===== config.mk =====
export PLATFORM = sky130hd
export DESIGN_NAME = mss_serial_side
export DESIGN_NICKNAME = d
export VERILOG_FILES = /design/src/mss_pkg.sv /design/src/mss_skid_buf.sv /design/src/mss_serial_side.sv
export SDC_FILE = /design/constraint.sdc
export NUM_CORES = 1
export LEC_CHECK = 0
export ABC_AREA = 1
export ABC_CLOCK_PERIOD_IN_PS = 1900
export BUFFER_PORTS_ARGS = -buffer_cell sky130_fd_sc_hd__buf_2
export CORE_MARGIN = 10
export CORE_UTILIZATION = 39
export DETAILED_ROUTE_END_ITERATION = 10
export PLACE_DENSITY = 0.67
export SYNTH_ARGS = -nofsm -noshare
export SYNTH_HDL_FRONTEND = slang
export SYNTH_SLANG_ARGS = --single-unit

===== constraint.sdc =====
create_clock -name sys_clk -period 1.9 [get_ports sys_clk]
set_input_delay 0.285 -clock sys_clk [delete_from_list [all_inputs] [get_ports sys_clk]]
set_output_delay 0.285 -clock sys_clk [all_outputs]
set_load 0.02 [all_outputs]

===== src/mss_pkg.sv =====
package mss_pkg;
    // Oscillator and transmit clock figures.
    localparam int OSC_MHZ        = 20;
    localparam int TXCLK_MHZ      = 10;
    localparam int OSC_DIV_HALF   = OSC_MHZ / TXCLK_MHZ / 2;
    // Frame positions, counted in received bits from the first bit.
    localparam int BITS_PER_BYTE  = 8;
    localparam int CMP_BYTE       = 7;
    localparam int CMP_BIT        = 4;
    localparam logic [15:0] CMP_BIT_POS = 16'((CMP_BYTE - 1) * BITS_PER_BYTE + CMP_BIT);
    localparam logic [1:0]  REJ_MIN_CLKS = 2'h2;
    localparam logic [15:0] BIT_CNT_ONE  = 16'h0001;
    // Field positions in the second data configuration word.
    localparam int CFG2_USR_LO    = 0;
    localparam int CFG2_CMP_EN    = 1;
    localparam int CFG2_CMP_MISS  = 2;
    localparam int CFG2_USR2      = 4;
    localparam int CFG2_USR3      = 5;
    localparam int CFG2_W         = 16;
    localparam logic [CFG2_W-1:0] CFG2_RST = 16'h0000;
    // Carrier extension after the last data bit, in half bit times.
    localparam logic [1:0]  CRS_HOLD_HALF = 2'h3;
endpackage : mss_pkg


===== src/mss_skid_buf.sv =====
`timescale 1ns/1ps
`default_nettype none
// Two-entry skid buffer; a stall by the receiver loses no word.
module mss_skid_buf import mss_pkg::*; #(
    parameter int WIDTH = 8
) (
    // Clock and reset.
    input  wire logic             sys_clk,
    input  wire logic             sys_rst,
    // Filling side.
    input  wire logic             in_valid,
    output logic                  in_ready,
    input  wire logic [WIDTH-1:0] in_data,
    // Draining side.
    input  wire logic             out_ready,
    output logic                  out_valid,
    output logic      [WIDTH-1:0] out_data
);
    initial begin
        if (WIDTH < 1) $error("WIDTH must be positive.");
    end

    logic [WIDTH-1:0] mem_r [2];
    logic             rd_r;
    logic             wr_r;
    logic [1:0]       cnt_r;

    assign in_ready  = (cnt_r != 2'h2);
    assign out_valid = (cnt_r != 2'h0);
    assign out_data  = mem_r[rd_r];

    // Pointers and fill level move on accepted words only.
    always_ff @(posedge sys_clk) begin
        if (sys_rst) begin
            rd_r  <= 1'b0;
            wr_r  <= 1'b0;
            cnt_r <= 2'h0;
        end else begin
            if (in_valid && in_ready) wr_r <= ~wr_r;
            if (out_valid && out_ready) rd_r <= ~rd_r;
            cnt_r <= cnt_r + 2'((in_valid && in_ready) ? 1 : 0) - 2'((out_valid && out_ready) ? 1 : 0);
        end
    end

    // Storage has no reset; it is only read when counted valid.
    always_ff @(posedge sys_clk) begin
        if (in_valid && in_ready) mem_r[wr_r] <= in_data;
    end
endmodule : mss_skid_buf
`default_nettype wire


===== src/mss_serial_side.sv =====
`timescale 1ns/1ps
`default_nettype none
// Overview of operation
// RULE_01: User pins float until first config write.
// RULE_02: Extended bus: float until master, then drive.
// RULE_03: Transmit NRZ data valid at clock rise.
// RULE_04: Transmit enable spans whole frame.
// RULE_05: Internal codec: divide oscillator, output clock. Code holds tx_clk_oe low while bus_master is high.
// RULE_06: External codec supplies transmit clock for shifting.
// RULE_07: Master samples termination input before cycle end.
// RULE_08: Termination used only with strap high, async.
// RULE_09: Loopback indicator follows codec loopback mode.
// RULE_10: Compression asserts on match or miss.
// RULE_11: Compression selected by bits 1,2; floats until written.
// RULE_12: Compression asserts after bit 4, byte 7.
// RULE_13: Compression drops one clock after carrier ends.
// RULE_14: Reject low two receive clocks discards packet.
// RULE_15: Reject honoured up to second-to-last bit.
// RULE_16: Codec select: 0 internal, 1 external.
// RULE_17: Internal carrier: first transition, hold 1.5 bits.
// RULE_18: Extended bus clear: pins carry network function.
module mss_serial_side import mss_pkg::*; #(
    parameter int BYTE_W = 8
) (
    // Clock and reset; sys_clk doubles as the oscillator input.
    input  wire logic              sys_clk,
    input  wire logic              sys_rst,
    // Configuration.
    input  wire logic              cfg_wr,
    input  wire logic              cfg2_wr,
    input  wire logic [CFG2_W-1:0] cfg2_wdata,
    input  wire logic              ext_bus_opt,
    input  wire logic              ext_codec_sel,
    input  wire logic              codec_loopback,
    input  wire logic              bus_mode_strap,
    input  wire logic              bus_async,
    // Bus master cycle termination.
    input  wire logic              bus_master,
    input  wire logic              mem_cycle_active,
    input  wire logic              sync_cycle_term_in,
    output logic                   mem_cycle_done,
    // Transmit byte stream.
    input  wire logic              tx_valid,
    output logic                   tx_ready,
    input  wire logic [BYTE_W-1:0] tx_byte,
    input  wire logic              tx_last,
    // Transmit serial pins.
    input  wire logic              tx_clk_in,
    output logic                   tx_clk_out,
    output logic                   tx_clk_oe,
    output logic                   tx_data_out,
    output logic                   tx_data_oe,
    output logic                   tx_active_out,
    // Loopback pin shared with a user output.
    output logic                   loopback_ind,
    output logic                   loopback_oe,
    // Receive side.
    input  wire logic              rx_serial_clk,
    input  wire logic              rx_data_in,
    input  wire logic              carrier_in,
    input  wire logic              addr_match_table_hit,
    input  wire logic              addr_match_valid,
    input  wire logic              pkt_reject_n,
    output logic                   carrier_sense_sig,
    output logic                   rx_discard,
    // Packet compression pin.
    output logic                   pkt_compress,
    output logic                   pkt_compress_oe
);
    initial begin
        if (BYTE_W != BITS_PER_BYTE) $error("BYTE_W must be eight.");
    end

    typedef enum {MSS_IDLE, MSS_SHIFT} mss_tx_st_t;

    // Rising edge of a sampled clock level.
    function automatic logic rise(input logic now, input logic prev);
        return now & ~prev;
    endfunction

    logic              cfg_done_r;
    logic              cfg2_done_r;
    logic              master_seen_r;
    logic [CFG2_W-1:0] cfg2_r;
    logic [1:0]        div_r;
    logic              txc_int_r;
    logic              txc_prev_r;
    logic              txc_sel;
    logic              txc_rise;
    logic              rxc_prev_r;
    logic              rxc_rise;
    mss_tx_st_t        tx_st_r;
    logic [BYTE_W-1:0] sh_r;
    logic [2:0]        bit_r;
    logic              last_r;
    logic              txd_r;
    logic              txe_r;
    logic              buf_valid;
    logic [BYTE_W:0]   buf_data;
    logic              buf_take;
    logic              term_r;
    logic              rx_d_prev_r;
    logic              crs_int_r;
    logic [1:0]        crs_hold_r;
    logic              crs;
    logic              crs_prev_r;
    logic [15:0]       bit_cnt_r;
    logic              cmp_r;
    logic              cmp_drop_r;
    logic [1:0]        rej_cnt_r;
    logic              disc_r;
    logic              user_mode;

    // Stored second configuration word and the write-seen flags.
    always_ff @(posedge sys_clk) begin
        if (sys_rst) begin
            cfg_done_r    <= 1'b0;
            cfg2_done_r   <= 1'b0;
            master_seen_r <= 1'b0;
            cfg2_r        <= CFG2_RST;
        end else begin
            if (cfg_wr) cfg_done_r <= 1'b1; // [RULE_01]
            if (cfg2_wr) begin
                cfg2_r      <= cfg2_wdata;
                cfg2_done_r <= 1'b1; // [RULE_11]
            end
            if (bus_master) master_seen_r <= 1'b1; // [RULE_02]
        end
    end

    // User pins take over once the extended-bus option is set and the first config write is seen; they drive only after mastership.
    assign user_mode = cfg_done_r && ext_bus_opt; // [RULE_18]

    // Internal transmit clock: the 20 MHz system clock halved.
    always_ff @(posedge sys_clk) begin
        if (sys_rst) begin
            div_r     <= 2'h0;
            txc_int_r <= 1'b0;
        end else if (div_r == 2'(OSC_DIV_HALF - 1)) begin
            div_r     <= 2'h0;
            txc_int_r <= ~txc_int_r; // [RULE_05]
        end else begin
            div_r <= div_r + 2'h1;
        end
    end

    // The external clock arrives synchronous to sys_clk, so it is edge-detected directly.
    assign txc_sel  = ext_codec_sel ? tx_clk_in : txc_int_r; // [RULE_16] [RULE_06]
    assign txc_rise = rise(txc_sel, txc_prev_r);
    assign rxc_rise = rise(rx_serial_clk, rxc_prev_r);

    always_ff @(posedge sys_clk) begin
        if (sys_rst) begin
            txc_prev_r <= 1'b0;
            rxc_prev_r <= 1'b0;
        end else begin
            txc_prev_r <= txc_sel;
            rxc_prev_r <= rx_serial_clk;
        end
    end

    // Byte stream passes a two-entry buffer so a stalled serializer drops nothing.
    mss_skid_buf #(.WIDTH(BYTE_W + 1)) u_buf (
        .sys_clk   (sys_clk),
        .sys_rst   (sys_rst),
        .in_valid  (tx_valid),
        .in_ready  (tx_ready),
        .in_data   ({tx_last, tx_byte}),
        .out_ready (buf_take),
        .out_valid (buf_valid),
        .out_data  (buf_data)
    );

    // A new byte is loaded only at a bit boundary of the serial clock.
    assign buf_take = txc_rise && ((tx_st_r == MSS_IDLE) || ((bit_r == 3'h7) && !last_r));

    // Serializer: data changes on a rise and is stable at the next rise.
    always_ff @(posedge sys_clk) begin
        if (sys_rst) begin
            tx_st_r <= MSS_IDLE;
            sh_r    <= '0;
            bit_r   <= 3'h0;
            last_r  <= 1'b0;
            txd_r   <= 1'b0;
            txe_r   <= 1'b0;
        end else if (txc_rise) begin
            case (tx_st_r)
                MSS_IDLE: begin
                    if (buf_valid) begin
                        tx_st_r <= MSS_SHIFT;
                        txd_r   <= buf_data[0]; // [RULE_03]
                        sh_r    <= {1'b0, buf_data[BYTE_W-1:1]};
                        last_r  <= buf_data[BYTE_W];
                        bit_r   <= 3'h0;
                        txe_r   <= 1'b1; // [RULE_04]
                    end
                end
                MSS_SHIFT: begin
                    if (bit_r != 3'h7) begin
                        txd_r <= sh_r[0]; // [RULE_06]
                        sh_r  <= {1'b0, sh_r[BYTE_W-1:1]};
                        bit_r <= bit_r + 3'h1;
                    end else if (!last_r && buf_valid) begin
                        txd_r  <= buf_data[0];
                        sh_r   <= {1'b0, buf_data[BYTE_W-1:1]};
                        last_r <= buf_data[BYTE_W];
                        bit_r  <= 3'h0;
                    end else begin
                        tx_st_r <= MSS_IDLE;
                        txd_r   <= 1'b0;
                        txe_r   <= 1'b0; // [RULE_04]
                    end
                end
                default: tx_st_r <= MSS_IDLE;
            endcase
        end
    end

    // Termination is sampled on a clock edge, only while mastering with the strap high on an async bus.
    always_ff @(posedge sys_clk) begin
        if (sys_rst) term_r <= 1'b0;
        else term_r <= bus_master && mem_cycle_active && sync_cycle_term_in
                       && bus_mode_strap && bus_async; // [RULE_07] [RULE_08]
    end
    assign mem_cycle_done = term_r;

    // Internal carrier: starts on the first high-to-low of data, held three half bits after the last.
    always_ff @(posedge sys_clk) begin
        if (sys_rst) begin
            rx_d_prev_r <= 1'b1;
            crs_int_r   <= 1'b0;
            crs_hold_r  <= 2'h0;
        end else begin
            rx_d_prev_r <= rx_data_in;
            if (carrier_in) begin
                crs_hold_r <= CRS_HOLD_HALF;
                if (rx_d_prev_r && !rx_data_in) crs_int_r <= 1'b1; // [RULE_17]
            end else if (txc_int_r != txc_prev_r || ext_codec_sel) begin
                if (crs_hold_r != 2'h0) crs_hold_r <= crs_hold_r - 2'h1;
                else crs_int_r <= 1'b0; // [RULE_17]
            end
        end
    end
    assign crs = ext_codec_sel ? carrier_in : crs_int_r; // [RULE_16]
    assign carrier_sense_sig = crs;

    // Compression and reject tracking, counted in receive bits.
    always_ff @(posedge sys_clk) begin
        if (sys_rst) begin
            crs_prev_r <= 1'b0;
            bit_cnt_r  <= 16'h0000;
            cmp_r      <= 1'b0;
            cmp_drop_r <= 1'b0;
            rej_cnt_r  <= 2'h0;
            disc_r     <= 1'b0;
        end else begin
            crs_prev_r <= crs;
            if (crs && !crs_prev_r) begin
                bit_cnt_r <= 16'h0000;
                rej_cnt_r <= 2'h0;
                disc_r    <= 1'b0;
            end else if (crs && rxc_rise) begin
                bit_cnt_r <= bit_cnt_r + BIT_CNT_ONE;
                // Reject is honoured while carrier lasts, which covers the second-to-last bit.
                if (!pkt_reject_n) begin
                    if (rej_cnt_r != REJ_MIN_CLKS) rej_cnt_r <= rej_cnt_r + 2'h1;
                    if (rej_cnt_r + 2'h1 >= REJ_MIN_CLKS) disc_r <= 1'b1; // [RULE_14] [RULE_15]
                end else begin
                    rej_cnt_r <= 2'h0;
                end
                if (bit_cnt_r == CMP_BIT_POS - BIT_CNT_ONE && addr_match_valid && cfg2_r[CFG2_CMP_EN]
                    && (addr_match_table_hit != cfg2_r[CFG2_CMP_MISS])) begin
                    cmp_r <= 1'b1; // [RULE_10] [RULE_12]
                end
            end
            // Drop one transmit clock after carrier falls.
            if (!crs && crs_prev_r && cmp_r) cmp_drop_r <= 1'b1;
            else if (cmp_drop_r && txc_rise) begin
                cmp_drop_r <= 1'b0;
                cmp_r      <= 1'b0; // [RULE_13]
            end
        end
    end
    assign rx_discard = disc_r;

    // Pin multiplexing between network function and user outputs.
    always_comb begin
        if (user_mode) begin
            tx_data_out  = cfg2_r[CFG2_USR3]; // [RULE_02]
            tx_data_oe   = master_seen_r;
            loopback_ind = cfg2_r[CFG2_USR2];
            loopback_oe  = master_seen_r;
            tx_clk_out   = 1'b0;
            tx_clk_oe    = 1'b0;
        end else begin
            tx_data_out  = txd_r; // [RULE_18]
            tx_data_oe   = cfg_done_r; // [RULE_01]
            loopback_ind = codec_loopback; // [RULE_09]
            loopback_oe  = cfg_done_r;
            tx_clk_out   = txc_int_r; // [RULE_05]
            tx_clk_oe    = cfg_done_r && !ext_codec_sel && !bus_master;
        end
    end

    assign tx_active_out   = txe_r;
    assign pkt_compress    = cmp_r;
    assign pkt_compress_oe = cfg2_done_r; // [RULE_11]
endmodule : mss_serial_side
`default_nettype wire


Yosys cells after proc, flatten, opt, wreduce, memory -nomap -nowiden
Memory sizes are Yosys's and may differ from the RTL's. A register that Yosys moved wholly into a read port is not among the register bits. Index checks and enable logic that the tools add are counted.

Flip-flop bits (word level): 91. Bits in writable memories: 18. Bits of input ports: 45. Output and inout bits: 13. Logic and storage cells: 162. Memories: 1.

Memory list: u_buf.mem_r (words 2, width 9, rd ports 1, clocked after Yosys merged registers in 1, wr ports 1, RTL line mss_skid_buf.sv:23) `logic [WIDTH-1:0] mem_r [2];`.

$add $sub $neg: 7. Order comparisons: 1. Eq/ne operators: 15. Muxes and demuxes: 53. Bitwise logic cells: 8. Reductions and logical operators: 50.

Operator list (number): 32-bit 2-to-1 mux (3); 32-bit logical NOT (2); 32-bit one-hot mux with 2 select lines (1); 1-bit 2-to-1 mux (33); 32-bit by 1-bit == test with 1-bit output (second input constant) (1); 8-bit 2-to-1 mux (3); 1-bit logical AND (21); 16-bit by 1-bit adder with 16-bit output (second input constant) (1); 16-bit by 6-bit == test with 1-bit output (second input constant) (1); 8-bit one-hot mux with 2 select lines (1); 2-bit inequality test (second input constant) (7); 2-bit nonzero test (7); 2-bit 2-to-1 mux (5); 5-bit AND reduction (2); 3-bit 2-to-1 mux (3); 3-bit AND reduction (3); 4-bit AND reduction (2); 1-bit logical NOT (6); 3-bit inequality test (second input constant) (2); 1-bit NOT (6); 1-bit one-hot mux with 2 select lines (3); 3-bit one-hot mux with 2 select lines (1); 2-bit by 1-bit adder with 2-bit output (second input constant) (2); 2-bit AND reduction (2); 12 further kinds (16).

Depth between registers and ports, before layout
Gate-level depths: netlist of run 1.

Word-level depth: 9. Gate-level depth with buffers: 12. Depth with buffers taken out: 12.

Hierarchy
Synthesis of run 1 repeated with hierarchy kept, for this count alone.

Cell total of the unflattened synthesis: 421. Area, all modules: 3439.5 µm².

Modules (own cells, without submodules): mss_serial_side (times used 1, cells each 355, area an instance 2516.2 µm², sequential area each 1041.0 µm²); mss_skid_buf (times used 1, cells each 66, area an instance 923.4 µm², sequential area each 640.6 µm²).

Worst setup path before layout of run 1
OpenSTA, ideal clock, no wires.

Path type: reg-to-reg. From: reg bit_r[0]. To: reg u_buf.cnt_r[1]. Setup time: 0.120 ns. Arrival time: 1.854 ns. Data required time: 1.780 ns. Slack: -0.074 ns. Stages on the path, launching flop included: 13. Buffers on the path: 0. Period minus slack after synthesis: 1.974 ns. Path through: dfxtp_1 -> ha_1 -> ha_1 -> inv_1 -> nand2_1 -> nand2_1 -> nor2_2 -> ha_1 -> inv_1 -> ha_1 -> xor2_1 -> o21ai_0 -> a21oi_1.

Cells in the longest elaborated chain, start to end: 7.

Ends and longest elaborated chain: from (decl) (RTL line mss_serial_side.sv:94) `logic [2:0] bit_r;`; from (signal assigned) (RTL line mss_serial_side.sv:202) `bit_r <= bit_r + 3'h1;`; 3-bit == test (RTL line mss_serial_side.sv:175) `assign buf_take = txc_rise && ((tx_st_r == MSS_IDLE) || ((bit_r == 3'h7) && !last_r));`; 1-bit logical AND (RTL line mss_serial_side.sv:175); 1-bit logical OR (RTL line mss_serial_side.sv:175); 1-bit logical AND (RTL line mss_serial_side.sv:175); 1-bit logical AND (RTL line mss_skid_buf.sv:41) `cnt_r <= cnt_r + 2'((in_valid && in_ready) ? 1 : 0) - 2'((out_valid && out_ready) ? 1 : 0);`; 1-bit 2-to-1 mux (RTL line mss_skid_buf.sv:41); 2-bit subtractor (RTL line mss_skid_buf.sv:41); to (signal assigned) (RTL line mss_skid_buf.sv:41); to (decl) (RTL line mss_skid_buf.sv:26) `logic [1:0] cnt_r;`.

No other way between the ends. A chain may end at the register's enable or synchronous reset.

Worst setup path in the final report of run 1
From: reg bit_r[1]. To: reg u_buf.cnt_r[1].

Same word-level chain as after synthesis.

==> impl_metrics.yaml, run 1 <==
logic_synthesis:
  synthDistinctLibCells: 36
  warnings_synthesis: 0
  synth_area_per_cell_sq_um: 7.867
  synth_edf_count: 18
  synth_nets: 481
  seq_area_frac_synth_pct: 49.94
  synth-main-ff-cell: "sky130_fd_sc_hd__dfxtp_1"
  async_flop_share_pct: 0
  synthesis.area_sq_mm: 0.003367
  ys_ff_latch: 75
  synthTopCellsByArea: "sky130_fd_sc_hd__dfxtp_1 (34%), sky130_fd_sc_hd__edfxtp_1 (16%), sky130_fd_sc_hd__nand2_1 (9.7%)"
  synth_largest_type_area_fraction_pct: 33.89
  synth_top_area_cell: "sky130_fd_sc_hd__dfxtp_1"
  number_of_instances_in_the_synthesized_netlist: 428
floorplanning:
  die_h_um: 112.9
  dieArea_sq_mm: 0.01275
  initial_core_util_pct: 40.57
  die_width_um: 112.9
  placementRows: 33
  fp.coreArea_sq_mm: 0.008299
  pin_count: 58
min_path:
  worst_hold_startpoint: "tx_byte[0]"
  min-delay-path-class: "input port to flip-flop"
  worst_hold_path.num_cells: 1
  hold_end: "u_buf.mem_r[0][0]"
clock_network:
  cts_tree: "yes"
  clk_pin_slew_ps: 80
  cts-root-to-sink-buffers: 2
  clkLatencyLatePin_ps: 340
  tritoncts.num_buffers: 9
  cts_root_buf: "sky130_fd_sc_hd__clkbuf_8"
  cts_sinks: 75
  cts.htree.levels: 3
setup_path:
  worstPathRequired_ps: 2160
  cp_num_buf_inv: 2
  setup.worst_path.class: "flip-flop to flip-flop"
  startpoint_of_the_most_critical_register_to_register_path: "bit_r[1]"
  worstPathCellList: "ha_4 > ha_4 > inv_2 > nand2_2 > nand2_2 > nor2_4 > ha_4 > inv_2 > ha_4 > xor2_1 > o21ai_1 > a21oi_1"
  timing.critical_path.from_type: "flip-flop"
  cp_max_fo: 2
  timing.critical_path.slowest_stage_cell: "sky130_fd_sc_hd__dfxtp_2"
  worst-r2r-cell-count: 12
  reg2reg_setup_slack_ps: 90
  worst-endpoint-arrival_ps: 2080
  worst_path_largest_cell_delay_ps: 340
  worst_r2r_endpoint: "u_buf.cnt_r[1]"
  end_kind: "flip-flop"
  crit_top_cell: "sky130_fd_sc_hd__ha_4"
  critPathTopFamily: "adder cells"
routing:
  detail_route.vias_per_cell: 4.793
  final_antenna_net_count: 0
  route.final.wire_length_mm: 7.147
  wl_per_cell_um: 11.91
  drt_first_iter_violations: 108
  vias: 2876
  drt-pass1-iter-count: 4
  number_of_drc_violations_after_detailed_routing: 0
timing:
  slew_of_the_pin_with_the_lowest_slew_margin_ps: 363.7
  period_needed_ps: 1815
  post-route-period-util_pct: 95.52
  report.final.slew_viol_count: 0
  fin_skew_ps: 11.75
  slew_headroom_pct: 75.67
  hold_viol_final: 0
  final_critical_path_setup_slack_ps: 85.12
  setup_viol: 0
  max_freq_ghz: 0.5510
power:
  static-leakage-power_nw: 1.713
  total_power_w: 0.003802
  power_density_mw_per_mm2: 951.2
  power.ir.vdd_worst_v: 0.0004764
placement:
  place_hpwl_mm: 5.303
  buffer_ports.inserted: 45
  final_estimated_routing_congestion_in_global_placement: 0.8029
  pre_cts_ws_ps: -24.14
  placement.cell_area_sq_mm: 0.003746
finish:
  post_route_cells_drive_above_1_share_pct: 20.61
  finish.instance_area_sq_mm: 0.003998
  finalNetCount: 543
  synthToLayoutAreaGrowth_pct: 18.73
  insertedDiodeCount: 0
grt:
  first_global_vias: 2831
  initial_antenna_violation_count: 0
  groute.usage.overall_pct: 11.39
  grt_pass1_wl_mm: 12.33
  maximum_number_of_pins_on_one_net_before_global_route_repair: 17
  grt_overflow: 0
job:
  max_cap_violations: 0
status:
  status: "finished, final reports clean"
cell families after synthesis:
group	share of synthesized area [%]
DFF	49.94
adders and majority gates	2.973
buffers and inverters	7.395
and+or+nand+nor	28.39
xor gates and xnor gates	1.041
AOI/OAI and AO/OA	10.26
worst register-to-register path, cell delays in order (launching register included):
cell	delay [ps]
sky130_fd_sc_hd__dfxtp_2	340
sky130_fd_sc_hd__ha_4	160
sky130_fd_sc_hd__ha_4	150
sky130_fd_sc_hd__inv_2	60
sky130_fd_sc_hd__nand2_2	60
sky130_fd_sc_hd__nand2_2	100
sky130_fd_sc_hd__nor2_4	50
sky130_fd_sc_hd__ha_4	250
sky130_fd_sc_hd__inv_2	40
sky130_fd_sc_hd__ha_4	140
sky130_fd_sc_hd__xor2_1	180
sky130_fd_sc_hd__o21ai_1	80
sky130_fd_sc_hd__a21oi_1	140
repair_timing:
| action | in CTS | in global routing |
|---|---|---|
| pin swaps | 1 | 5 |
| hold buffers | 0 | 0 |
| endpoints found under the setup margin | 1 | 1 |
| resized for setup | 3 | 13 |
| endpoints found under the hold margin | 0 | 0 |
| setup buffers | 1 | 4 |
cell usage after synthesis (5+ instances only):
library cell / n
sky130_fd_sc_hd__edfxtp_1: 18
sky130_fd_sc_hd__nor2_1: 82
sky130_fd_sc_hd__ha_1: 8
sky130_fd_sc_hd__nor3_1: 11
sky130_fd_sc_hd__dfxtp_1: 57
sky130_fd_sc_hd__o21ai_0: 22
sky130_fd_sc_hd__o21ai_1: 10
sky130_fd_sc_hd__a31oi_1: 6
sky130_fd_sc_hd__inv_1: 47
sky130_fd_sc_hd__nand3_1: 13
sky130_fd_sc_hd__nand2_1: 87
sky130_fd_sc_hd__nand4_1: 5
sky130_fd_sc_hd__a21oi_1: 23
stage by stage:
stage	TNS (ps)	cells	hold WS [ps]	util, %
2_1_floorplan	0	428	383.9	-
3_3_place_gp	0	579	404.9	45.14
3_5_place_dp	-24.14	579	410.5	45.14
4_1_cts	0	596	123.9	47.11
5_1_grt	-49.60	600	116.0	48.17
6_report	0	600	136.9	48.17
per-layer routing:
layer	vias up	global-route usage, %	wire, um	share of wire [%]
li1	1501	-	-	-
met1	1329	13.00	3270	46
met2	38	19.43	3477	49
met3	8	3.275	297	4.2
met4	0	4.738	102	1.4
met5	-	0	0	0
cell usage in the layout, fill, tap and decap left out, types with 2 or more instances in the layout:
master / n
sky130_fd_sc_hd__edfxtp_1: 18
sky130_fd_sc_hd__nor3_1: 11
sky130_fd_sc_hd__nor2_1: 81
sky130_fd_sc_hd__clkbuf_1: 3
sky130_fd_sc_hd__nor2_4: 5
sky130_fd_sc_hd__nand2_4: 3
sky130_fd_sc_hd__dfxtp_1: 54
sky130_fd_sc_hd__inv_2: 5
sky130_fd_sc_hd__buf_2: 45
sky130_fd_sc_hd__inv_1: 44
sky130_fd_sc_hd__nand3_1: 13
sky130_fd_sc_hd__clkinv_2: 2
sky130_fd_sc_hd__nand2_2: 5
sky130_fd_sc_hd__dfxtp_2: 3
sky130_fd_sc_hd__a31oi_1: 6
sky130_fd_sc_hd__nand2_1: 85
sky130_fd_sc_hd__clkbuf_8: 9
sky130_fd_sc_hd__o21ai_1: 12
sky130_fd_sc_hd__clkinv_1: 4
sky130_fd_sc_hd__nand4_1: 5
sky130_fd_sc_hd__buf_4: 15
sky130_fd_sc_hd__xor2_1: 2
sky130_fd_sc_hd__o21ai_0: 20
sky130_fd_sc_hd__ha_1: 4
sky130_fd_sc_hd__xnor2_1: 2
sky130_fd_sc_hd__nor2_2: 2
sky130_fd_sc_hd__ha_4: 4
sky130_fd_sc_hd__a21oi_1: 23
where the power goes:
part | internal, W | switching (W)
Combinational | 0.000342 | 0.000529
Clock | 0.000463 | 0.000540
Sequential | 0.00183 | 0.000100
Total | 0.00263 | 0.00117
layout make-up:
type | instances | area [sq um]
fillers | 803 | 4302
flip-flops and latches | 75 | 1685
multi-input cells | 293 | 1499
repair buffers | 60 | 337.8
inverters | 51 | 191.4
clock buffers | 12 | 135.1
well taps | 105 | 131.4
clock inverters | 4 | 17.52
worst max-delay path by stage:
| stage | startpoint | end | slack [ps] | depth (start not counted) |
|---|---|---|---|---|
| after CTS | bit_r[0] | u_buf.cnt_r[1] | 20 | 12 |
| final | bit_r[1] | u_buf.cnt_r[1] | 90 | 12 |
| after detailed placement | bit_r[0] | u_buf.cnt_r[1] | -20 | 12 |
| after global routing | bit_r[1] | u_buf.cnt_r[1] | -50 | 12 |
| after floorplan | bit_r[0] | u_buf.cnt_r[1] | 10 | 12 |
| after global placement | bit_r[0] | u_buf.cnt_r[1] | 30 | 12 |
sequential cells by signal, summed over array words and instances (netlist names), 3 cells and up, named ones only:
register and flops:
cfg2_r 4, sh_r 7, bit_cnt_r 16, bit_r 3
u_buf.mem_r 18
Power figures use the tool's default switching activity.
==> run 2: changes to the inputs <==
--- a/config.mk
+++ b/config.mk
@@ -7,11 +7,11 @@
 export LEC_CHECK = 0
 export ABC_AREA = 1
 export ABC_CLOCK_PERIOD_IN_PS = 1900
-export BUFFER_PORTS_ARGS = -buffer_cell sky130_fd_sc_hd__buf_2
 export CORE_MARGIN = 10
 export CORE_UTILIZATION = 39
 export DETAILED_ROUTE_END_ITERATION = 10
-export PLACE_DENSITY = 0.67
+export DONT_BUFFER_PORTS = 1
+export PLACE_DENSITY = 0.61
 export SYNTH_ARGS = -nofsm -noshare
 export SYNTH_HDL_FRONTEND = slang
 export SYNTH_SLANG_ARGS = --single-unit
==> run 2 against run 1 <==
Non-clock buffer count is 35 lower. Setup slack better by 8.5 ps. Combinational power is 1% higher. Sequential share of layout area is 1.3 points higher. Wire length is 0.80% lower. Via count is 5.9% lower. Clock power is 9% higher. First-iteration DRC count is 13% lower. Global-route usage is 0.15 points lower. Fmax is 0.47% higher.
==> impl_metrics.yaml, run 2 (synthesized netlist as in run 1, its figures left out) <==
routing:
  vias: 2706
  drt-pass1-iter-count: 4
  number_of_drc_violations_after_detailed_routing: 0
  wl_per_cell_um: 12.55
  final_antenna_net_count: 0
  route.final.wire_length_mm: 7.090
  drt_first_iter_violations: 94
  detail_route.vias_per_cell: 4.789
placement:
  final_estimated_routing_congestion_in_global_placement: 0.7934
  buffer_ports.inserted: 0
  place_hpwl_mm: 5.049
clock_network:
  clk_pin_slew_ps: 80
  cts.htree.levels: 3
  cts_tree: "yes"
  clkLatencyLatePin_ps: 350
  tritoncts.num_buffers: 9
  cts-root-to-sink-buffers: 2
  cts_root_buf: "sky130_fd_sc_hd__clkbuf_8"
  cts_sinks: 75
timing:
  fin_skew_ps: 11.08
  max_freq_ghz: 0.5536
  report.final.slew_viol_count: 0
  period_needed_ps: 1806
  slew_headroom_pct: 59.23
  slew_of_the_pin_with_the_lowest_slew_margin_ps: 610.8
  hold_viol_final: 0
  setup_viol: 0
  post-route-period-util_pct: 95.07
finish:
  reg.largest.list: "u_buf.mem_r (18), bit_cnt_r (16), sh_r (7)"
  post_route_cells_drive_above_1_share_pct: 14.35
  insertedDiodeCount: 0
  synthToLayoutAreaGrowth_pct: 15.24
  mostFrequentLayoutCell: "sky130_fd_sc_hd__nand2_1"
  top_register: "u_buf.mem_r"
  finalNetCount: 508
  fin_util_pct: 46.75
  layout.filler_cells: 792
  mostFrequentLayoutCells: "sky130_fd_sc_hd__nand2_1 (85), sky130_fd_sc_hd__nor2_1 (81), sky130_fd_sc_hd__dfxtp_1 (54)"
  largest_reg_flops: 18
grt:
  grt.met3_usage_pct: 4.332
  first_global_vias: 2689
  grt_pass1_wl_mm: 11.95
  initial_antenna_violation_count: 0
  maximum_number_of_pins_on_one_net_before_global_route_repair: 22
  global_route.usage.met2_pct: 18.63
  grt.busiest_layer: "met2"
  gr-usage-met1_pct: 12.36
  groute.usage.overall_pct: 11.24
  grt_overflow: 0
floorplanning:
  initial_core_util_pct: 40.57
  placementRows: 33
  dieArea_sq_mm: 0.01275
  die_h_um: 112.9
  die_width_um: 112.9
  pin_count: 58
  fp.coreArea_sq_mm: 0.008299
power:
  power_density_mw_per_mm2: 1005
  total_power_w: 0.003899
  static-leakage-power_nw: 1.591
  power.ir.vdd_worst_v: 0.0005106
setup_path:
  worst-endpoint-arrival_ps: 2090
  timing.critical_path.from_type: "flip-flop"
  cp_max_fo: 2
  setup.worst_path.class: "flip-flop to flip-flop"
  worstPathRequired_ps: 2180
  end_kind: "flip-flop"
job:
  max_cap_violations: 0
min_path:
  min-delay-path-class: "input port to flip-flop"
status:
  status: "finished, final reports clean"
-- run 2: cell types whose count changed in the layout (fill, tap and decap cells not counted), sizes merged --
cell	delta
buf	-41
clkbuf	-1
clkinv	-1
dlygate4sd3	+6
inv	+2
-- run 2: area by class of cell --
| type | instances | area (sq um) | share of cell area (%) |
|---|---|---|---|
| Inverter | 51 | 191.4 | 4.934 |
| Tap cell | 105 | 131.4 | 3.386 |
| Sequential cell | 75 | 1685 | 43.44 |
| Multi-Input combinational cell | 293 | 1500 | 38.66 |
| Clock inverter | 5 | 27.53 | 0.7094 |
| Clock buffer | 11 | 141.4 | 3.644 |
| Timing Repair Buffer | 25 | 202.7 | 5.224 |
-- run 2: stage by stage --
stage / instance area (sq um) / hold WS (ps) / TNS [ps] / cells / setup WS (ps)
after floorplan: 3372 / 383.9 / 0 / 428 / 10.23
after global placement: 3521 / 359.2 / 0 / 534 / 25.07
after detailed placement: 3521 / 361.5 / -40.47 / 534 / -40.47
after CTS: 3771 / 8.592 / 0 / 559 / 8.327
after global routing: 3880 / 4.106 / -13.87 / 565 / -13.87
final: 3880 / 23.86 / 0 / 565 / 93.65
-- run 2: critical path, cell delays in order, from the launching register on --
cell and delay, ps:
sky130_fd_sc_hd__dfxtp_2 350, sky130_fd_sc_hd__ha_4 140, sky130_fd_sc_hd__ha_4 120, sky130_fd_sc_hd__inv_2 30, sky130_fd_sc_hd__nand2_2 60, sky130_fd_sc_hd__nand2_2 70, sky130_fd_sc_hd__nor2_4 140, sky130_fd_sc_hd__ha_4 210
sky130_fd_sc_hd__inv_1 50, sky130_fd_sc_hd__ha_2 180, sky130_fd_sc_hd__xor2_2 160, sky130_fd_sc_hd__o21ai_1 70, sky130_fd_sc_hd__a21oi_1 160
-- run 2: path summary, 6_finish.rpt --
| path | slack [ps] | from | cells after the start | endpoint |
|---|---|---|---|---|
| max reg2reg | 90 | bit_r[0] | 12 | u_buf.cnt_r[1] |
| min reg2reg | 420 | div_r[0] | 1 | div_r[0] |
| min | 20 | tx_byte[7] | 0 | u_buf.mem_r[1][7] |
| max | 90 | bit_r[0] | 12 | u_buf.cnt_r[1] |
-- run 2: metal layers --
layer / routed length [um] / vias up / part of all wire, %
met1: 3115 / 1225 / 44
li1: - / 1426 / -
met5: 0 / - / 0
met4: 152 / 0 / 2.1
met3: 386 / 13 / 5.4
met2: 3435 / 42 / 48
-- run 2: repair_timing --
action | CTS | global route
endpoints found under the setup margin | 1 | 2
hold endpoints to repair | 15 | 10
buffers inserted | 8 | 1
hold buffers | 1 | 5
pin swaps | 4 | 4
resized for setup | 7 | 9
-- run 2: power breakdown --
| group | internal (W) | total [W] | switching, W |
|---|---|---|---|
| Combinational | 0.000360 | 0.000879 | 0.000519 |
| Sequential | 0.00183 | 0.00193 | 0.000105 |
| Clock | 0.000505 | 0.00109 | 0.000583 |
| Total | 0.00269 | 0.00390 | 0.00121 |
==> run 3: changes to the inputs <==
--- a/config.mk
+++ b/config.mk
@@ -12,6 +12,7 @@
 export DETAILED_ROUTE_END_ITERATION = 10
 export DONT_BUFFER_PORTS = 1
 export PLACE_DENSITY = 0.61
+export REMOVE_ABC_BUFFERS = 1
 export SYNTH_ARGS = -nofsm -noshare
 export SYNTH_HDL_FRONTEND = slang
 export SYNTH_SLANG_ARGS = --single-unit
==> run 3 against run 2 <==
Clock power grew 10%. Wire length shrank 3.9%. Fmax shrank 1.9%. Global-route usage shrank 0.33 points. Cell area grew 0.61%. Register-to-register slack lost 30 ps. Worst hold slack gained 9.5 ps. Clock skew grew 1.0 ps. Critical path depth grew 3. Power grew 3.6%. First-iteration DRC count shrank 1.1%. Core utilization grew 0.29 points.
==> impl_metrics.yaml, run 3 (synthesized netlist as in run 1, its figures left out) <==
setup_path:
  timing.critical_path.from_type: "flip-flop"
  worst-endpoint-arrival_ps: 2130
  worstPathRequired_ps: 2190
  setup.worst_path.class: "flip-flop to flip-flop"
  cp_max_fo: 2
  end_kind: "flip-flop"
placement:
  dp_cells: 535
  buffer_ports.inserted: 0
  placement.cell_area_sq_mm: 0.003523
  final_estimated_routing_congestion_in_global_placement: 0.8374
  place_hpwl_mm: 4.866
  pre_cts_ws_ps: -44.55
timing:
  hold_viol_final: 0
  report.final.slew_viol_count: 0
  max_freq_ghz: 0.5431
  slew_of_the_pin_with_the_lowest_slew_margin_ps: 618.9
  post-route-period-util_pct: 96.91
  slew_headroom_pct: 58.60
  setup_viol: 0
  final_critical_path_setup_slack_ps: 58.76
  period_needed_ps: 1841
  fin_skew_ps: 12.11
floorplanning:
  fp.coreArea_sq_mm: 0.008299
  die_width_um: 112.9
  pin_count: 58
  dieArea_sq_mm: 0.01275
  initial_core_util_pct: 40.57
  placementRows: 33
  die_h_um: 112.9
clock_network:
  clk_pin_slew_ps: 80
  cts_sinks: 75
  cts_tree: "yes"
  cts.htree.levels: 3
  cts-root-to-sink-buffers: 2
  clkLatencyLatePin_ps: 350
  tritoncts.num_buffers: 9
  cts_root_buf: "sky130_fd_sc_hd__clkbuf_8"
min_path:
  min-delay-path-class: "input port to flip-flop"
finish:
  insertedDiodeCount: 0
  final_cell_count_no_fill: 563
  layout.area.seq_sq_mm: 0.001687
  layout.filler_cells: 806
  finalNetCount: 506
  multi_input_comb_area_sq_mm: 0.001526
  top_register: "u_buf.mem_r"
  finish.instance_area_sq_mm: 0.003904
  synthToLayoutAreaGrowth_pct: 15.94
  post_route_cells_drive_above_1_share_pct: 15.72
  mostFrequentLayoutCell: "sky130_fd_sc_hd__nand2_1"
  largest_reg_flops: 18
  mostFrequentLayoutCells: "sky130_fd_sc_hd__nand2_1 (84), sky130_fd_sc_hd__nor2_1 (81), sky130_fd_sc_hd__dfxtp_1 (53)"
  reg.largest.list: "u_buf.mem_r (18), bit_cnt_r (16), sh_r (7)"
grt:
  grt_overflow: 0
  maximum_number_of_pins_on_one_net_before_global_route_repair: 17
  first_global_vias: 2580
  groute.usage.overall_pct: 10.91
  grt_pass1_wl_mm: 11.62
  initial_antenna_violation_count: 0
job:
  max_cap_violations: 0
power:
  power.ir.vdd_worst_v: 0.0006466
  static-leakage-power_nw: 1.577
  power_density_mw_per_mm2: 1035
routing:
  drt_first_iter_violations: 93
  number_of_drc_violations_after_detailed_routing: 0
  drt-pass1-iter-count: 4
  route.final.wire_length_mm: 6.810
  detail_route.vias_per_cell: 4.787
  wl_per_cell_um: 12.10
  final_antenna_net_count: 0
  vias: 2695
status:
  status: "finished, final reports clean"
==> run 3: changes by cell type in the layout (fill, tap and decap cells not counted), sizes merged <==
cell,change
clkbuf,-1
clkinvlp,+3
inv,-1
dlygate4sd3,-5
buf,+3
bufinv,+1
clkinv,-2
==> run 3: path summary, 6_finish.rpt <==
| path | start | to | slack [ps] | cells past startpoint |
|---|---|---|---|---|
| hold reg to reg | div_r[0] | div_r[0] | 430 | 1 |
| hold / removal | tx_byte[5] | u_buf.mem_r[0][5] | 30 | 0 |
| setup reg to reg | bit_r[1] | txd_r | 60 | 15 |
| setup / recovery | bit_r[1] | txd_r | 60 | 15 |
==> run 3: final cells by class <==
cell class                      instances  area share (%)
Tap cell                              105           3.365
Timing Repair Buffer                   23           4.487
Sequential cell                        75           43.21
Clock buffer                           10           3.269
Multi-Input combinational cell        293           39.10
Clock inverter                          6           1.667
Inverter                               51           4.904
==> run 3: metal layers <==
layer | global-route usage [%] | vias up | share of wire [%]
met1 | 12.23 | 1228 | 45
met5 | 0 | - | 0
met2 | 18.63 | 38 | 48
li1 | - | 1419 | -
met3 | 3.962 | 10 | 5.5
met4 | 3.807 | 0 | 1.2
==> run 3: repair_timing <==
action,CTS,global route
setup endpoints to repair,1,2
pin swaps,5,9
hold buffers,1,0
buffers inserted,8,3
gates resized for setup,9,17
hold endpoints to repair,15,0
==> run 3: metrics by stage <==
stage | total power [W] | TNS, ps | hold slack [ps] | util, %
floorplan | 0.002465 | -292.6 | 354.1 | -
global placement | 0.002640 | 0 | 357.7 | 42.45
detailed placement | 0.002659 | -44.55 | 360.9 | 42.45
CTS | 0.003977 | 0 | 19.69 | 45.88
global route | 0.004289 | -16.18 | 5.047 | 47.04
finish | 0.004039 | 0 | 33.41 | 47.04
==> run 3: power by group <==
group / total (W) / internal (W) / switching [W]
combinational: 0.000892 / 0.000378 / 0.000514
sequential: 0.00194 / 0.00183 / 0.000113
clock: 0.00120 / 0.000607 / 0.000597
==> run 3: critical path, cell delays in order (launching register included) <==
cell	delay, ps
sky130_fd_sc_hd__dfxtp_2	360
sky130_fd_sc_hd__ha_4	140
sky130_fd_sc_hd__ha_4	120
sky130_fd_sc_hd__inv_2	40
sky130_fd_sc_hd__nand2_4	60
sky130_fd_sc_hd__nand2_4	60
sky130_fd_sc_hd__buf_4	130
sky130_fd_sc_hd__buf_4	120
sky130_fd_sc_hd__buf_4	120
sky130_fd_sc_hd__buf_4	120
sky130_fd_sc_hd__buf_4	120
sky130_fd_sc_hd__buf_4	120
sky130_fd_sc_hd__buf_4	120
sky130_fd_sc_hd__nand2_2	50
sky130_fd_sc_hd__a21oi_2	50
sky130_fd_sc_hd__nor2_1	70
